==> src/rtl/ltt_pkg.sv <==
/*
 Package for the link-training timer and lane-order block: state codes,
 timeout figures in their own units, derived cycle counts, carrier structs.
 Assumes a single 10 MHz clock (ref_clk).
*/
package ltt_pkg;

    localparam int unsigned CLK_PERIOD_NS      = 100;
    localparam int unsigned NUM_LANES          = 4;
    localparam int unsigned LANE_W             = 10;

    localparam int unsigned LOOPBACK_IDLE_MS   = 1;
    localparam int unsigned LOOPBACK_IDLE_NS_S = 800;
    localparam int unsigned CONFIG_IDLE_MS     = 2;
    localparam int unsigned CONFIG_IDLE_NS_S   = 1200;
    localparam int unsigned QUIET_DETECT_MS    = 12;
    localparam int unsigned QUIET_DETECT_NS_S  = 800;
    localparam int unsigned POLL_LOCK_MS       = 24;
    localparam int unsigned POLL_LOCK_NS_S     = 1600;
    localparam int unsigned POLL_RCVCFG_MS     = 48;
    localparam int unsigned POLL_RCVCFG_NS_S   = 3200;
    localparam int unsigned TS1_COUNT_NORMAL   = 1024;
    localparam int unsigned TS1_COUNT_SIM      = 48;

    // longest-time figures round down, never below one cycle
    function automatic int unsigned ns_to_cyc(input int unsigned ns);
        int unsigned c;
        c = ns / CLK_PERIOD_NS;
        return (c == 0) ? 1 : c;
    endfunction : ns_to_cyc

    localparam int unsigned LOOPBACK_IDLE_CYC   = ns_to_cyc(LOOPBACK_IDLE_MS * 1000000);
    localparam int unsigned LOOPBACK_IDLE_CYC_S = ns_to_cyc(LOOPBACK_IDLE_NS_S);
    localparam int unsigned CONFIG_IDLE_CYC     = ns_to_cyc(CONFIG_IDLE_MS * 1000000);
    localparam int unsigned CONFIG_IDLE_CYC_S   = ns_to_cyc(CONFIG_IDLE_NS_S);
    localparam int unsigned QUIET_DETECT_CYC    = ns_to_cyc(QUIET_DETECT_MS * 1000000);
    localparam int unsigned QUIET_DETECT_CYC_S  = ns_to_cyc(QUIET_DETECT_NS_S);
    localparam int unsigned POLL_LOCK_CYC       = ns_to_cyc(POLL_LOCK_MS * 1000000);
    localparam int unsigned POLL_LOCK_CYC_S     = ns_to_cyc(POLL_LOCK_NS_S);
    localparam int unsigned POLL_RCVCFG_CYC     = ns_to_cyc(POLL_RCVCFG_MS * 1000000);
    localparam int unsigned POLL_RCVCFG_CYC_S   = ns_to_cyc(POLL_RCVCFG_NS_S);

    localparam int unsigned TMR_W = 20;

    typedef enum logic [9:0] {
        ST_DETECT_QUIET   = 10'b00_0000_0001,
        ST_DETECT_ACTIVE  = 10'b00_0000_0010,
        ST_POLL_ACTIVE    = 10'b00_0000_0100,
        ST_POLL_CONFIG    = 10'b00_0000_1000,
        ST_WIDTH_START    = 10'b00_0001_0000,
        ST_CONFIG_IDLE    = 10'b00_0010_0000,
        ST_LINK_UP        = 10'b00_0100_0000,
        ST_RECOVERY_LOCK  = 10'b00_1000_0000,
        ST_RECOVERY_RCVCF = 10'b01_0000_0000,
        ST_LOOPBACK_SLAVE = 10'b10_0000_0000
    } ltt_state_t;

    // link-side events reported by the lane/symbol logic
    typedef struct packed {
        logic rx_detected;
        logic ts1_sent;
        logic poll_ok;
        logic poll_cfg_ok;
        logic width_ok;
        logic idle_ok;
        logic retrain;
        logic lock_ok;
        logic rcvcfg_ok;
        logic loopback_req;
        logic eios_rx;
        logic elec_idle;
    } ltt_events_t;

    typedef struct packed {
        logic       timeout;
        logic [3:0] which;
    } ltt_tmo_t;

endpackage : ltt_pkg

==> src/rtl/ltt_timeout.sv <==
/*
 One restartable timeout counter: cleared on restart, counts while run,
 flags done once at its limit. Limit is fixed at elaboration.
 Assumes synchronous restart from the owning state machine.
*/
module ltt_timeout
    import ltt_pkg::*;
#(
    parameter int unsigned W     = TMR_W,
    parameter int unsigned LIMIT = 8
) (
    input  wire logic ref_clk,
    input  wire logic rst_n,
    input  wire logic restart,
    input  wire logic run,
    output logic      done
);
    typedef struct packed {
        logic [W-1:0] cnt;
        logic         done;
    } ltt_tmr_st_t;

    localparam logic [W-1:0] LIM = W'(LIMIT - 1);

    ltt_tmr_st_t st_r;
    ltt_tmr_st_t st_nxt;

    always_comb begin
        st_nxt = st_r;
        if (restart) begin
            st_nxt.cnt  = '0;
            st_nxt.done = 1'b0;
        end else if (run && !st_r.done) begin
            if (st_r.cnt == LIM) begin
                st_nxt.done = 1'b1;
            end else begin
                st_nxt.cnt = st_r.cnt + W'(1);
            end
        end
    end

    always_ff @(posedge ref_clk or negedge rst_n) begin
        if (!rst_n) begin
            st_r <= '0;
        end else begin
            st_r <= st_nxt;
        end
    end

    assign done = st_r.done;
endmodule : ltt_timeout

==> src/rtl/ltt_training.sv <==
/*
 Link-training timers and lane-order stage of a serial-link endpoint:
 a training state machine with its timeout counters and the lane flip
 between physical channels and logical lanes.
 Assumes: fundamental reset arrives on rst_n, event inputs are synchronous
 to ref_clk, lane symbols are already in the ref_clk domain.
*/
module ltt_training
    import ltt_pkg::*;
#(
    parameter bit          sim_short_timers = 1'b0,
    parameter int unsigned NLANES           = NUM_LANES,
    parameter int unsigned LW               = LANE_W,
    parameter int unsigned LOOPBACK_CYC     = sim_short_timers ? LOOPBACK_IDLE_CYC_S
                                                                : LOOPBACK_IDLE_CYC,
    parameter int unsigned CFG_IDLE_CYC     = sim_short_timers ? CONFIG_IDLE_CYC_S
                                                                : CONFIG_IDLE_CYC,
    parameter int unsigned QUIET_CYC        = sim_short_timers ? QUIET_DETECT_CYC_S
                                                                : QUIET_DETECT_CYC,
    parameter int unsigned LOCK_CYC         = sim_short_timers ? POLL_LOCK_CYC_S
                                                                : POLL_LOCK_CYC,
    parameter int unsigned RCVCFG_CYC       = sim_short_timers ? POLL_RCVCFG_CYC_S
                                                                : POLL_RCVCFG_CYC,
    parameter int unsigned TS1_TARGET       = sim_short_timers ? TS1_COUNT_SIM
                                                                : TS1_COUNT_NORMAL
) (
    input  wire logic                   ref_clk,
    input  wire logic                   rst_n,
    input  wire logic                   config_init_flag,
    input  wire logic                   flip_lanes,
    input  wire logic                   single_lane,
    input  wire ltt_events_t            ev,
    input  wire logic [NLANES*LW-1:0]   phy_rx_data,
    input  wire logic [NLANES*LW-1:0]   lane_tx_data,
    output logic [NLANES*LW-1:0]        lane_rx_data,
    output logic [NLANES*LW-1:0]        phy_tx_data,
    output logic [NLANES-1:0]           chan_power_down,
    output ltt_state_t                  train_state,
    output logic                        link_up,
    output ltt_tmo_t                    last_timeout
);
    typedef struct packed {
        ltt_state_t                 state;
        logic                       restart;
        logic [10:0]                ts1_cnt;
        logic                       ts1_done;
        ltt_tmo_t                   tmo;
        logic [NLANES*LW-1:0]       rx;
        logic [NLANES*LW-1:0]       tx;
        logic [NLANES-1:0]          pd;
    } ltt_core_st_t;

    localparam logic [10:0] TS1_LIM = 11'(TS1_TARGET - 1);

    ltt_core_st_t st_r;
    ltt_core_st_t st_nxt;

    logic quiet_done;
    logic lock_done;
    logic rcvcfg_done;
    logic idle_done;
    logic loop_done;

    logic in_quiet;
    logic in_lock;
    logic in_rcvcfg;
    logic in_idle;
    logic in_loop;

    logic [NLANES*LW-1:0] rx_map;
    logic [NLANES*LW-1:0] tx_map;
    logic [NLANES-1:0]    pd_map;

    assign in_quiet  = (st_r.state == ST_DETECT_QUIET);
    assign in_lock   = (st_r.state == ST_POLL_ACTIVE) || (st_r.state == ST_WIDTH_START)
                       || (st_r.state == ST_RECOVERY_LOCK);
    assign in_rcvcfg = (st_r.state == ST_POLL_CONFIG)
                       || (st_r.state == ST_RECOVERY_RCVCF);
    assign in_idle   = (st_r.state == ST_CONFIG_IDLE);
    assign in_loop   = (st_r.state == ST_LOOPBACK_SLAVE) && ev.eios_rx;

    ltt_timeout #(.LIMIT(QUIET_CYC)) u_quiet_detect_timer (
        .ref_clk (ref_clk), .rst_n (rst_n), .restart (st_r.restart),
        .run     (in_quiet), .done (quiet_done));
    ltt_timeout #(.LIMIT(LOCK_CYC)) u_polling_lock_timer (
        .ref_clk (ref_clk), .rst_n (rst_n), .restart (st_r.restart),
        .run     (in_lock), .done (lock_done));
    ltt_timeout #(.LIMIT(RCVCFG_CYC)) u_polling_rcvcfg_timer (
        .ref_clk (ref_clk), .rst_n (rst_n), .restart (st_r.restart),
        .run     (in_rcvcfg), .done (rcvcfg_done));
    ltt_timeout #(.LIMIT(CFG_IDLE_CYC)) u_config_idle_timer (
        .ref_clk (ref_clk), .rst_n (rst_n), .restart (st_r.restart),
        .run     (in_idle), .done (idle_done));
    ltt_timeout #(.LIMIT(LOOPBACK_CYC)) u_loopback_idle_timer (
        .ref_clk (ref_clk), .rst_n (rst_n), .restart (st_r.restart),
        .run     (in_loop), .done (loop_done));

    // lane order: logical lane i takes channel i, or NLANES-1-i when flipped
    for (genvar i = 0; i < NLANES; i++) begin : g_lane
        localparam int unsigned RI = NLANES - 1 - i;
        assign rx_map[i*LW +: LW] = flip_lanes ? phy_rx_data[RI*LW +: LW]
                                               : phy_rx_data[i*LW +: LW];
        assign tx_map[i*LW +: LW] = flip_lanes ? lane_tx_data[RI*LW +: LW]
                                               : lane_tx_data[i*LW +: LW];
        // single lane: only the master channel stays powered
        assign pd_map[i] = single_lane && (flip_lanes ? (i != NLANES - 1) : (i != 0));
    end

    always_comb begin
        st_nxt         = st_r;
        st_nxt.restart = 1'b0;
        st_nxt.rx      = rx_map;
        st_nxt.tx      = tx_map;
        st_nxt.pd      = pd_map;

        if (st_r.restart) begin
            st_nxt.ts1_cnt  = '0;
            st_nxt.ts1_done = 1'b0;
        end else if (st_r.state == ST_POLL_ACTIVE && ev.ts1_sent && !st_r.ts1_done) begin
            if (st_r.ts1_cnt == TS1_LIM) begin
                st_nxt.ts1_done = 1'b1;
            end else begin
                st_nxt.ts1_cnt = st_r.ts1_cnt + 11'h001;
            end
        end

        // training waits in quiet until configuration is done, no new reset needed
        unique case (st_r.state)
            ST_DETECT_QUIET: begin
                if (config_init_flag && (quiet_done || ev.rx_detected)) begin
                    st_nxt.state = ST_DETECT_ACTIVE;
                end
            end
            ST_DETECT_ACTIVE: begin
                st_nxt.state = ev.rx_detected ? ST_POLL_ACTIVE : ST_DETECT_QUIET;
            end
            ST_POLL_ACTIVE: begin
                if (ev.poll_ok && st_r.ts1_done) begin
                    st_nxt.state = ST_POLL_CONFIG;
                end else if (lock_done) begin
                    st_nxt.state = ST_DETECT_QUIET;
                end
            end
            ST_POLL_CONFIG: begin
                if (ev.poll_cfg_ok) begin
                    st_nxt.state = ST_WIDTH_START;
                end else if (rcvcfg_done) begin
                    st_nxt.state = ST_DETECT_QUIET;
                end
            end
            ST_WIDTH_START: begin
                if (ev.loopback_req) begin
                    st_nxt.state = ST_LOOPBACK_SLAVE;
                end else if (ev.width_ok) begin
                    st_nxt.state = ST_CONFIG_IDLE;
                end else if (lock_done) begin
                    st_nxt.state = ST_DETECT_QUIET;
                end
            end
            ST_CONFIG_IDLE: begin
                if (ev.idle_ok) begin
                    st_nxt.state = ST_LINK_UP;
                end else if (idle_done) begin
                    st_nxt.state = ST_DETECT_QUIET;
                end
            end
            ST_LINK_UP: begin
                if (ev.retrain) begin
                    st_nxt.state = ST_RECOVERY_LOCK;
                end
            end
            ST_RECOVERY_LOCK: begin
                if (ev.lock_ok) begin
                    st_nxt.state = ST_RECOVERY_RCVCF;
                end else if (lock_done) begin
                    st_nxt.state = ST_DETECT_QUIET;
                end
            end
            ST_RECOVERY_RCVCF: begin
                if (ev.rcvcfg_ok) begin
                    st_nxt.state = ST_CONFIG_IDLE;
                end else if (rcvcfg_done) begin
                    st_nxt.state = ST_DETECT_QUIET;
                end
            end
            ST_LOOPBACK_SLAVE: begin
                if (ev.elec_idle || loop_done) begin
                    st_nxt.state = ST_DETECT_QUIET;
                end
            end
            default: begin
                st_nxt.state = ST_DETECT_QUIET;
            end
        endcase

        // every state change restarts the timers of the state entered
        if (st_nxt.state != st_r.state) begin
            st_nxt.restart = 1'b1;
            if (st_nxt.state == ST_DETECT_QUIET && st_r.state != ST_DETECT_ACTIVE) begin
                st_nxt.tmo.timeout = 1'b1;
                unique case (1'b1)
                    lock_done:   st_nxt.tmo.which = 4'h1;
                    rcvcfg_done: st_nxt.tmo.which = 4'h2;
                    idle_done:   st_nxt.tmo.which = 4'h3;
                    loop_done:   st_nxt.tmo.which = 4'h4;
                    default:     st_nxt.tmo.which = 4'h0;
                endcase
            end
        end
        if (st_r.state == ST_LINK_UP) begin
            st_nxt.tmo.timeout = 1'b0;
        end
    end

    always_ff @(posedge ref_clk or negedge rst_n) begin
        if (!rst_n) begin
            st_r         <= '0;
            st_r.state   <= ST_DETECT_QUIET;
            st_r.restart <= 1'b1;
        end else begin
            st_r <= st_nxt;
        end
    end

    assign lane_rx_data    = st_r.rx;
    assign phy_tx_data     = st_r.tx;
    assign chan_power_down = st_r.pd;
    assign train_state     = st_r.state;
    assign link_up         = (st_r.state == ST_LINK_UP);
    assign last_timeout    = st_r.tmo;
endmodule : ltt_training

==> config.mk <==
export PLATFORM = sky130hd
export DESIGN_NAME = ltt_training
export DESIGN_NICKNAME = d
export VERILOG_FILES = /design/src/rtl/ltt_pkg.sv /design/src/rtl/ltt_timeout.sv /design/src/rtl/ltt_training.sv
export SDC_FILE = /design/constraint.sdc
export NUM_CORES = 1
export LEC_CHECK = 0
export ABC_AREA = 1
export BUFFER_PORTS_ARGS = -buffer_cell sky130_fd_sc_hd__buf_4
export CORE_ASPECT_RATIO = 0.75
export CORE_UTILIZATION = 40
export CTS_BUF_LIST = sky130_fd_sc_hd__clkbuf_8
export DETAILED_ROUTE_END_ITERATION = 16
export PLACE_DENSITY = 0.66
export SLEW_MARGIN = 5
export SYNTH_ARGS = -nofsm -noshare
export SYNTH_HDL_FRONTEND = slang
export SYNTH_SLANG_ARGS = --single-unit
==> constraint.sdc <==
create_clock -name ref_clk -period 2.66 [get_ports ref_clk]
set_clock_uncertainty 0.15 [all_clocks]
set_input_delay 0.133 -clock ref_clk [delete_from_list [all_inputs] [get_ports ref_clk]]
set_output_delay 0.133 -clock ref_clk [all_outputs]
set_load 0.01 [all_outputs]
==> run metrics, run 1 <==
CP max-delay cell=dfrtp_1; TritonRoute pass-1 iters=6; Layout area overhead=29.7%; CP Class=reg2reg; vias in the first global route=10300; leakage=0.00690 µW; wire length per cell=14.6 µm; antenna-violating nets left=0; WHS Endpoint=chan_power_down[2]; Final Instance Area=15400 µm²; maximum vdd drop=0.370 mV; Final Util=52.9%; Max Clock Freq=0.407 GHz; critical path cell sequence=nor2_4, nand2_4, clkinv_2, nand4_1, o21ai_2, nand2_2, inv_2, nand3_4, nor2_4, nand2_2, nor2_2, nand2_1, nand2_1, nor2_1; core area=29100 µm²; Die Footprint=30400 µm²; pins over their slew limit=0; Remaining DRCs=0; pwr dens=584 nW/µm²; prevailing post-synth register cell=dfrtp_1; #FFs+latches synth=215; # port buffers=195; max incr delay on CP=0.46 ns; CP delay by family, top=simple AND/OR/NAND/NOR gates; EDFF count, synth=0; Max Fanout on Critical Path=8; Syn Inst Count=1491; Critical R2R Launch=train_state[4]; critical path capture point type=flip-flop; Vias=10900; min-delay src=single_lane; reg2reg setup slack=0.20 ns; fraction of registers with async set/reset=100%; Tcrit/Tclk final=92.3%; hold path cells=2; Final GP Congestion=0.880; CTS tree=built; Tmin final=2.46 ns; chip width=201 µm; Post-Syn Nets=1594; pin count of the biggest net entering global routing=70; CP Data Required Time=2.93 ns; reg2reg path depth=14; drt total wl=31.7 mm; antenna violations before repair=1; GRT overflow=0; Tightest Pin Transition=0.751 ns; final setup vio count=0; most frequent cells in the layout=nand2_1, dfrtp_1, buf_4; total negative slack=0 ns; worst path bufs/invs=2; status=complete, no violations; share of the synthesized area in the top cell type=44.8%; root buf cell=clkbuf_8; Final Hold Fails=0; CP arrival=2.73 ns; clock sinks=215; yosys synthesis warning count=0; Starting DRT DRC Count=753; post-detail-place hpwl=21.3 mm; CTS Buffer Depth=3; worst skew pair latency=0.53 ns; Post-Place Cell Area=13100 µm²; Worst Hold Class=in2reg; Global Route Usage Sum=20.9%; first-pass GRT wire length=51.5 mm; max-cap violations=0; fin nets=1857; Reg clk slew, reported paths=0.06 ns; Synth area leaders=dfrtp_1, nand2_1, buf_4, inv_1, o21ai_0; cts bufs inserted=39; Cell Rows=54; synth unique cells=45; RSZ-0062 raised after global routing=no; r2r endpoint=u_quiet_detect_timer.st_r[16]; Avg Cell Area, Syn=7.97 µm²; htree depth=2; max_slew headroom=49.5%; Die Y=151 µm; post-synthesis sequential area ratio=45.3%; commonest non-fill, non-tap cell in the layout=nand2_1; IO Count=197; Startpoint Class=flip-flop; share of layout cells above drive strength 1=18.5%; leading area contributor after synthesis=dfrtp_1; via/cell ratio=4.99; initial core utilization=40.8%; post-synthesis cell area=11900 µm²
## metrics by stage
| step | cells | setup slack (ns) | power [µW] | hold WS [ns] |
|---|---|---|---|---|
| floorplan | 1491 | 0.619 | 4960 | -0.313 |
| global placement | 1958 | 0.263 | 5600 | -0.0757 |
| detailed placement | 1958 | 0.232 | 5620 | -0.0728 |
| CTS | 2173 | 0.199 | 9070 | 0.0820 |
| global route | 2176 | 0.00720 | 9520 | 0.108 |
| finish | 2176 | 0.204 | 9000 | 0.135 |
## layout make-up
class | count | area [µm²]
fill | 2631 | 13700
clock buffer | 50 | 688
clock inverter | 20 | 113
tap | 392 | 490
inverter | 187 | 703
sequential | 215 | 5380
antenna | 1 | 2.50
timing repair buffer | 362 | 3140
multi-input combinational | 949 | 4890
## kinds of logic (layout without fill, tap and decap cells)
kind of cell | Yosys count | in the layout | synth area share [%]
and+or+nand+nor | 660 | 660 | 26.3
buffers and inverters | 327 | 619 | 13.6
AOI/OAI and AO/OA | 242 | 242 | 11.1
DFF | 215 | 215 | 45.3
xor gates and xnor gates | 40 | 40 | 2.95
adders and majority gates | 6 | 6 | 0.631
other | 1 | 2 | 0.0315
## registers in the layout, indices dropped and copies added (netlist names)
signal                       flops
u_quiet_detect_timer.done        1
last_timeout                     4
train_state                     10
u_polling_rcvcfg_timer.st_r     20
u_loopback_idle_timer.done       1
u_config_idle_timer.done         1
chan_power_down                  3
u_loopback_idle_timer.st_r      20
u_polling_rcvcfg_timer.done      1
u_quiet_detect_timer.st_r       20
phy_tx_data                     40
st_r                            13
u_config_idle_timer.st_r        20
u_polling_lock_timer.done        1
u_polling_lock_timer.st_r       20
lane_rx_data                    40
## cells in the mapped netlist (3+ instances only)
library cell,n
nand2_1,254
dfrtp_1,213
inv_1,179
nor2_1,140
o21ai_0,108
buf_4,100
a21oi_1,83
nor3_1,71
nand3_1,62
nand4_1,55
o31ai_1,33
xor2_1,32
clkbuf_1,29
nor4_1,28
nor2_2,9
nor2_4,8
xnor2_1,8
nand2_2,7
o22ai_1,7
buf_2,6
ha_1,6
nand2_4,5
nor3b_1,5
buf_1,4
inv_2,4
nand3_2,4
clkinv_1,3
nand3b_1,3
o21ai_1,3
## power breakdown
group          internal (µW)  switching, µW  total [µW]  leakage (µW)
logic                    812           1360        2170       0.00365
registers               3470            154        3630       0.00279
clock network           1790           1420        3200      0.000461
## timing repair
action                                  4_1_cts  5_1_grt
hold buffers                                145        0
endpoints found under the hold margin       315        0
gates resized for setup                       0        2
setup buffers                                 0        2
endpoints found under the setup margin        0        3
## per-layer routing
metal,GRT usage [%],part of all wire [%],vias to the layer above
met1,27.9,45,5112
met3,3.96,5.2,90
li1,-,-,5371
met5,0,0,-
met4,9.01,3.7,0
met2,33.1,46,285
## worst max path at each step
stage,slack [ns],cells after the start,end,from
final,0.20,14,u_quiet_detect_timer.st_r[16],train_state[4]
after global routing,0.007,13,u_polling_lock_timer.st_r[9],train_state[4]
after global placement,0.26,12,u_loopback_idle_timer.st_r[13],train_state[2]
after detailed placement,0.23,14,u_quiet_detect_timer.st_r[16],train_state[4]
after CTS,0.20,14,u_quiet_detect_timer.st_r[16],train_state[4]
after floorplan,0.62,12,u_polling_rcvcfg_timer.st_r[11],train_state[2]
No activity file was read; power rests on OpenSTA's default activity.
==> run 2: changes to the inputs <==
- CTS_CLUSTER_DIAMETER: not set -> 120
- PLACE_DENSITY: 0.66 -> 0.68
- clock period: 2.66 -> 2.1 ns (I/O delays scaled with it)
==> run metrics, run 2 (synthesis results as in run 1) <==
pwr dens=729 nW/µm²; first-pass GRT wire length=55.5 mm; cts bufs inserted=38; final setup vio count=28; initial core utilization=40.8%; busiest grt layer=met2; leakage=0.00798 µW; Tcrit/Tclk final=105%; total chip power=12900 µW; most frequent cells in the layout=buf_4, dfrtp_1, nand2_1; Multi-input gate area=5710 µm²; pin count of the biggest net entering global routing=68; IO Count=197; Post-Place Cell Area=14100 µm²; cell count after placement=2085; Max Fanout on Critical Path=5; post-route insts no fill=2342; Reg clk slew, reported paths=0.06 ns; Cell Rows=54; wire length per cell=15.0 µm; Max Clock Freq=0.454 GHz; Starting DRT DRC Count=739; Critical R2R Launch=train_state[0]; Worst Hold Class=in2reg; htree depth=2; GRT met1 Usage=29.9%; Vias=11800; critical path capture point type=flip-flop; # port buffers=195; failing checks=setup timing; final worst-path setup slack=-0.103 ns; Die Y=151 µm; commonest non-fill, non-tap cell in the layout=buf_4; fin nets=2024; CP Data Required Time=2.35 ns; core area=29100 µm²; M3 GR Usage=4.07%; vias in the first global route=11300; r2r endpoint=u_polling_lock_timer.st_r[5]; drt total wl=35.2 mm; root buf cell=clkbuf_8; Die Footprint=30400 µm²; CP arrival=2.45 ns; CTS tree=built; Final Instance Area=17700 µm²; maximum vdd drop=0.434 mV; Final GP Congestion=0.938; hold path cells=2; worst skew pair latency=0.56 ns; total negative slack=-1.08 ns; antenna violations before repair=2; reg2reg setup slack=-0.10 ns; met2 GRT Util=36.3%; Tmin final=2.20 ns; chip width=201 µm; post-detail-place hpwl=22.7 mm; Register Area=5380 µm²; Remaining DRCs=0; RSZ-0062 raised after global routing=yes; antenna-violating nets left=0; max-cap violations=0; CP Class=reg2reg; Final Hold Fails=0; min-delay src=single_lane; clock sinks=215; reg2reg path depth=13; fillers=2440; CTS Buffer Depth=3; Layout area overhead=48.6%; Startpoint Class=flip-flop; Global Route Usage Sum=22.5%; via/cell ratio=5.04; share of layout cells above drive strength 1=33.0%; TritonRoute pass-1 iters=5; pins over their slew limit=0; status=finished with violations; GRT overflow=0; WHS Endpoint=chan_power_down[2]
run 2: cell count changes in the layout (fill, tap and decap cells not counted), sizes merged:
cell | before | now
buf | 218 | 389
dlygate4sd3 | 144 | 139
clkbuf | 50 | 52
inv | 196 | 194
clkinv | 9 | 8
clkinvlp | 1 | 0
diode | 1 | 2
nand2 | 267 | 268
run 2: layout make-up:
cell class,instances,area share (%)
diodes,2,0.0283
clock buffers,51,3.97
clock inverters,16,0.524
inverters,187,4.13
multi-input cells,950,32.3
flip-flops and latches,215,30.5
well taps,392,2.78
repair buffers,529,25.8
run 2: worst max-delay path by stage:
stage / slack (ns) / startpoint / to / cells after the start
finish: -0.10 / train_state[0] / u_polling_lock_timer.st_r[5] / 13
CTS: -0.06 / train_state[6] / u_quiet_detect_timer.st_r[16] / 14
global route: -0.23 / train_state[0] / last_timeout[0] / 16
floorplan: 0.06 / train_state[2] / u_polling_rcvcfg_timer.st_r[11] / 12
global placement: -0.16 / train_state[1] / u_loopback_idle_timer.st_r[13] / 13
detailed placement: -0.15 / train_state[1] / u_loopback_idle_timer.st_r[13] / 13
run 2: per-stage QoR:
stage | utilization [%] | hold WS [ns] | setup WS (ns)
floorplan | - | -0.341 | 0.0589
global placement | 48.5 | -0.120 | -0.155
detailed placement | 48.5 | -0.122 | -0.146
CTS | 57.5 | 0.0565 | -0.0600
global route | 60.7 | 0.0827 | -0.228
finish | 60.7 | 0.102 | -0.103
run 2: layer usage:
layer / up-vias / part of all wire (%)
met3: 110 / 4.9
met4: 0 / 3.6
met2: 373 / 47
met1: 5616 / 44
li1: 5707 / -
met5: - / 0
run 2: timing repair:
action                                 in CTS  in global routing
setup endpoints to repair                  65                 98
resized for setup                          63                202
endpoints found under the hold margin     315                  0
setup buffers                              25                 22
cloned                                      1                  1
hold buffers                              140                  0
pin swaps                                  31                 74
run 2: critical path: stages, from the launching register on:
cell	delay, ns
dfstp_2	0.58
nor2_4	0.05
nand2_4	0.11
buf_6	0.15
nor2_4	0.04
nand2_4	0.10
buf_6	0.11
nand3_4	0.09
nand3_4	0.13
nand2_4	0.09
buf_6	0.13
nand4_1	0.09
xor2_1	0.15
nor2_1	0.05
run 2: report_power, final:
group          total, µW  internal (µW)  switching [µW]
combinational       4300           1920            2390
clock               4050           2280            1770
sequential          4530           4400             132
total              12900           8600            4290
==> run 3: changes to the inputs <==
- CORE_UTILIZATION: 40 -> 52
- PLACE_DENSITY: 0.68 -> 0.83
==> run metrics, run 3 (synthesis results as in run 1) <==
initial core utilization=53.5%; Global Route Usage Sum=31.2%; CP arrival=2.68 ns; min-delay src=single_lane; pin count of the biggest net entering global routing=96; pwr dens=732 nW/µm²; critical path capture point type=flip-flop; Final Hold Fails=0; fin nets=1989; Final GP Congestion=0.962; Multi-input gate area=5470 µm²; CP Class=reg2reg; Final Instance Area=16900 µm²; Max Clock Freq=0.411 GHz; max incr delay on CP=0.43 ns; Vias=12400; Remaining DRCs=0; Final Util=76.2%; cell count after placement=1971; pins over their slew limit=0; WHS Endpoint=chan_power_down[2]; via/cell ratio=5.61; antenna-violating nets left=0; Tcrit/Tclk final=116%; Critical R2R Launch=u_quiet_detect_timer.st_r[19]; vias in the first global route=12100; hold path cells=2; post-detail-place hpwl=22.3 mm; Cell Rows=47; drt total wl=38.0 mm; GRT overflow=0; Tmin final=2.44 ns; r2r endpoint=u_quiet_detect_timer.st_r[8]; Max Fanout on Critical Path=6; Starting DRT DRC Count=1200; max-cap violations=0; post-route insts no fill=2203; CTS tree=built; clock sinks=215; TritonRoute pass-1 iters=5; first-pass GRT wire length=58.7 mm; IO Count=197; Worst Hold Class=in2reg; CP Data Required Time=2.34 ns; htree depth=2; worst path bufs/invs=4; failing checks=setup timing; final setup vio count=47; share of layout cells above drive strength 1=29.5%; CP max-delay cell=dfrtp_1; cts bufs inserted=36; CTS Buffer Depth=3; critical path cell sequence=nor2_1, nand4_1, nor2_1, nand4_1, buf_4, nand2_4, inv_4, nand3_4, buf_4, buf_6, nor2_4, a21oi_2, a21oi_2; # port buffers=195; total chip power=12400 µW; leakage=0.00767 µW; max_slew headroom=62.8%; Startpoint Class=flip-flop; fillers=1380; final worst-path setup slack=-0.336 ns; Die Y=133 µm; RSZ-0062 raised after global routing=yes; status=finished with violations; most frequent cells in the layout=buf_4, nand2_1, dfrtp_1; Post-Place Cell Area=13900 µm²; Tightest Pin Transition=0.554 ns; Register Area=5390 µm²; antenna violations before repair=1; Layout area overhead=42.4%; reg2reg path depth=13; wire length per cell=17.2 µm; CP delay by family, top=simple AND/OR/NAND/NOR gates; root buf cell=clkbuf_8; Die Footprint=23500 µm²; reg2reg setup slack=-0.34 ns; worst skew pair latency=0.53 ns; core area=22200 µm²; maximum vdd drop=0.503 mV; Reg clk slew, reported paths=0.06 ns; chip width=177 µm; commonest non-fill, non-tap cell in the layout=buf_4
run 3: final cells by class:
type | instances | area share [%]
flip-flops and latches | 215 | 31.8
repair inverters | 1 | 0.0443
clock inverters | 15 | 0.732
clock buffers | 45 | 3.66
inverters | 187 | 4.24
well taps | 294 | 2.17
repair buffers | 496 | 25.0
diodes | 1 | 0.0148
multi-input cells | 949 | 32.3
run 3: worst max path at each step:
stage	startpoint	end	slack, ns	depth (start not counted)
2_1_floorplan	train_state[2]	u_polling_rcvcfg_timer.st_r[11]	0.06	12
3_3_place_gp	train_state[2]	u_loopback_idle_timer.st_r[13]	-0.09	12
3_5_place_dp	train_state[2]	last_timeout[1]	-0.16	13
4_1_cts	train_state[2]	u_polling_rcvcfg_timer.st_r[14]	-0.07	14
5_1_grt	u_quiet_detect_timer.st_r[8]	u_quiet_detect_timer.st_r[8]	-0.34	14
6_report	u_quiet_detect_timer.st_r[19]	u_quiet_detect_timer.st_r[8]	-0.34	13
run 3: stage by stage:
step	setup TNS, ns	hold slack, ns	worst slack (ns)
2_1_floorplan	0	-0.341	0.0589
3_3_place_gp	-0.458	-0.0919	-0.0902
3_5_place_dp	-2.88	-0.0863	-0.159
4_1_cts	-0.642	0.103	-0.0671
5_1_grt	-11.25	0.122	-0.336
6_report	-4.25	0.133	-0.336
run 3: per-layer routing:
metal / vias to the layer above / GRT usage, % / wire length [µm]
met1: 5851 / 39.3 / 15000
met3: 196 / 6.12 / 2790
li1: 5633 / - / -
met5: - / 0 / 0
met2: 681 / 50.5 / 18000
met4: 0 / 17.0 / 2140
run 3: what timing repair did:
| action | CTS | global route |
|---|---|---|
| setup endpoints to repair | 50 | 112 |
| pin swaps | 11 | 28 |
| hold buffers | 144 | 0 |
| resized for setup | 52 | 135 |
| endpoints found under the hold margin | 312 | 0 |
| gates cloned | 0 | 1 |
| buffers inserted | 11 | 21 |
run 3: power by group:
| part | switching (µW) | total, µW | internal, µW |
|---|---|---|---|
| registers | 142 | 4540 | 4400 |
| clock network | 1750 | 3930 | 2180 |
| logic | 2290 | 3920 | 1630 |
| total | 4180 | 12400 | 8200 |
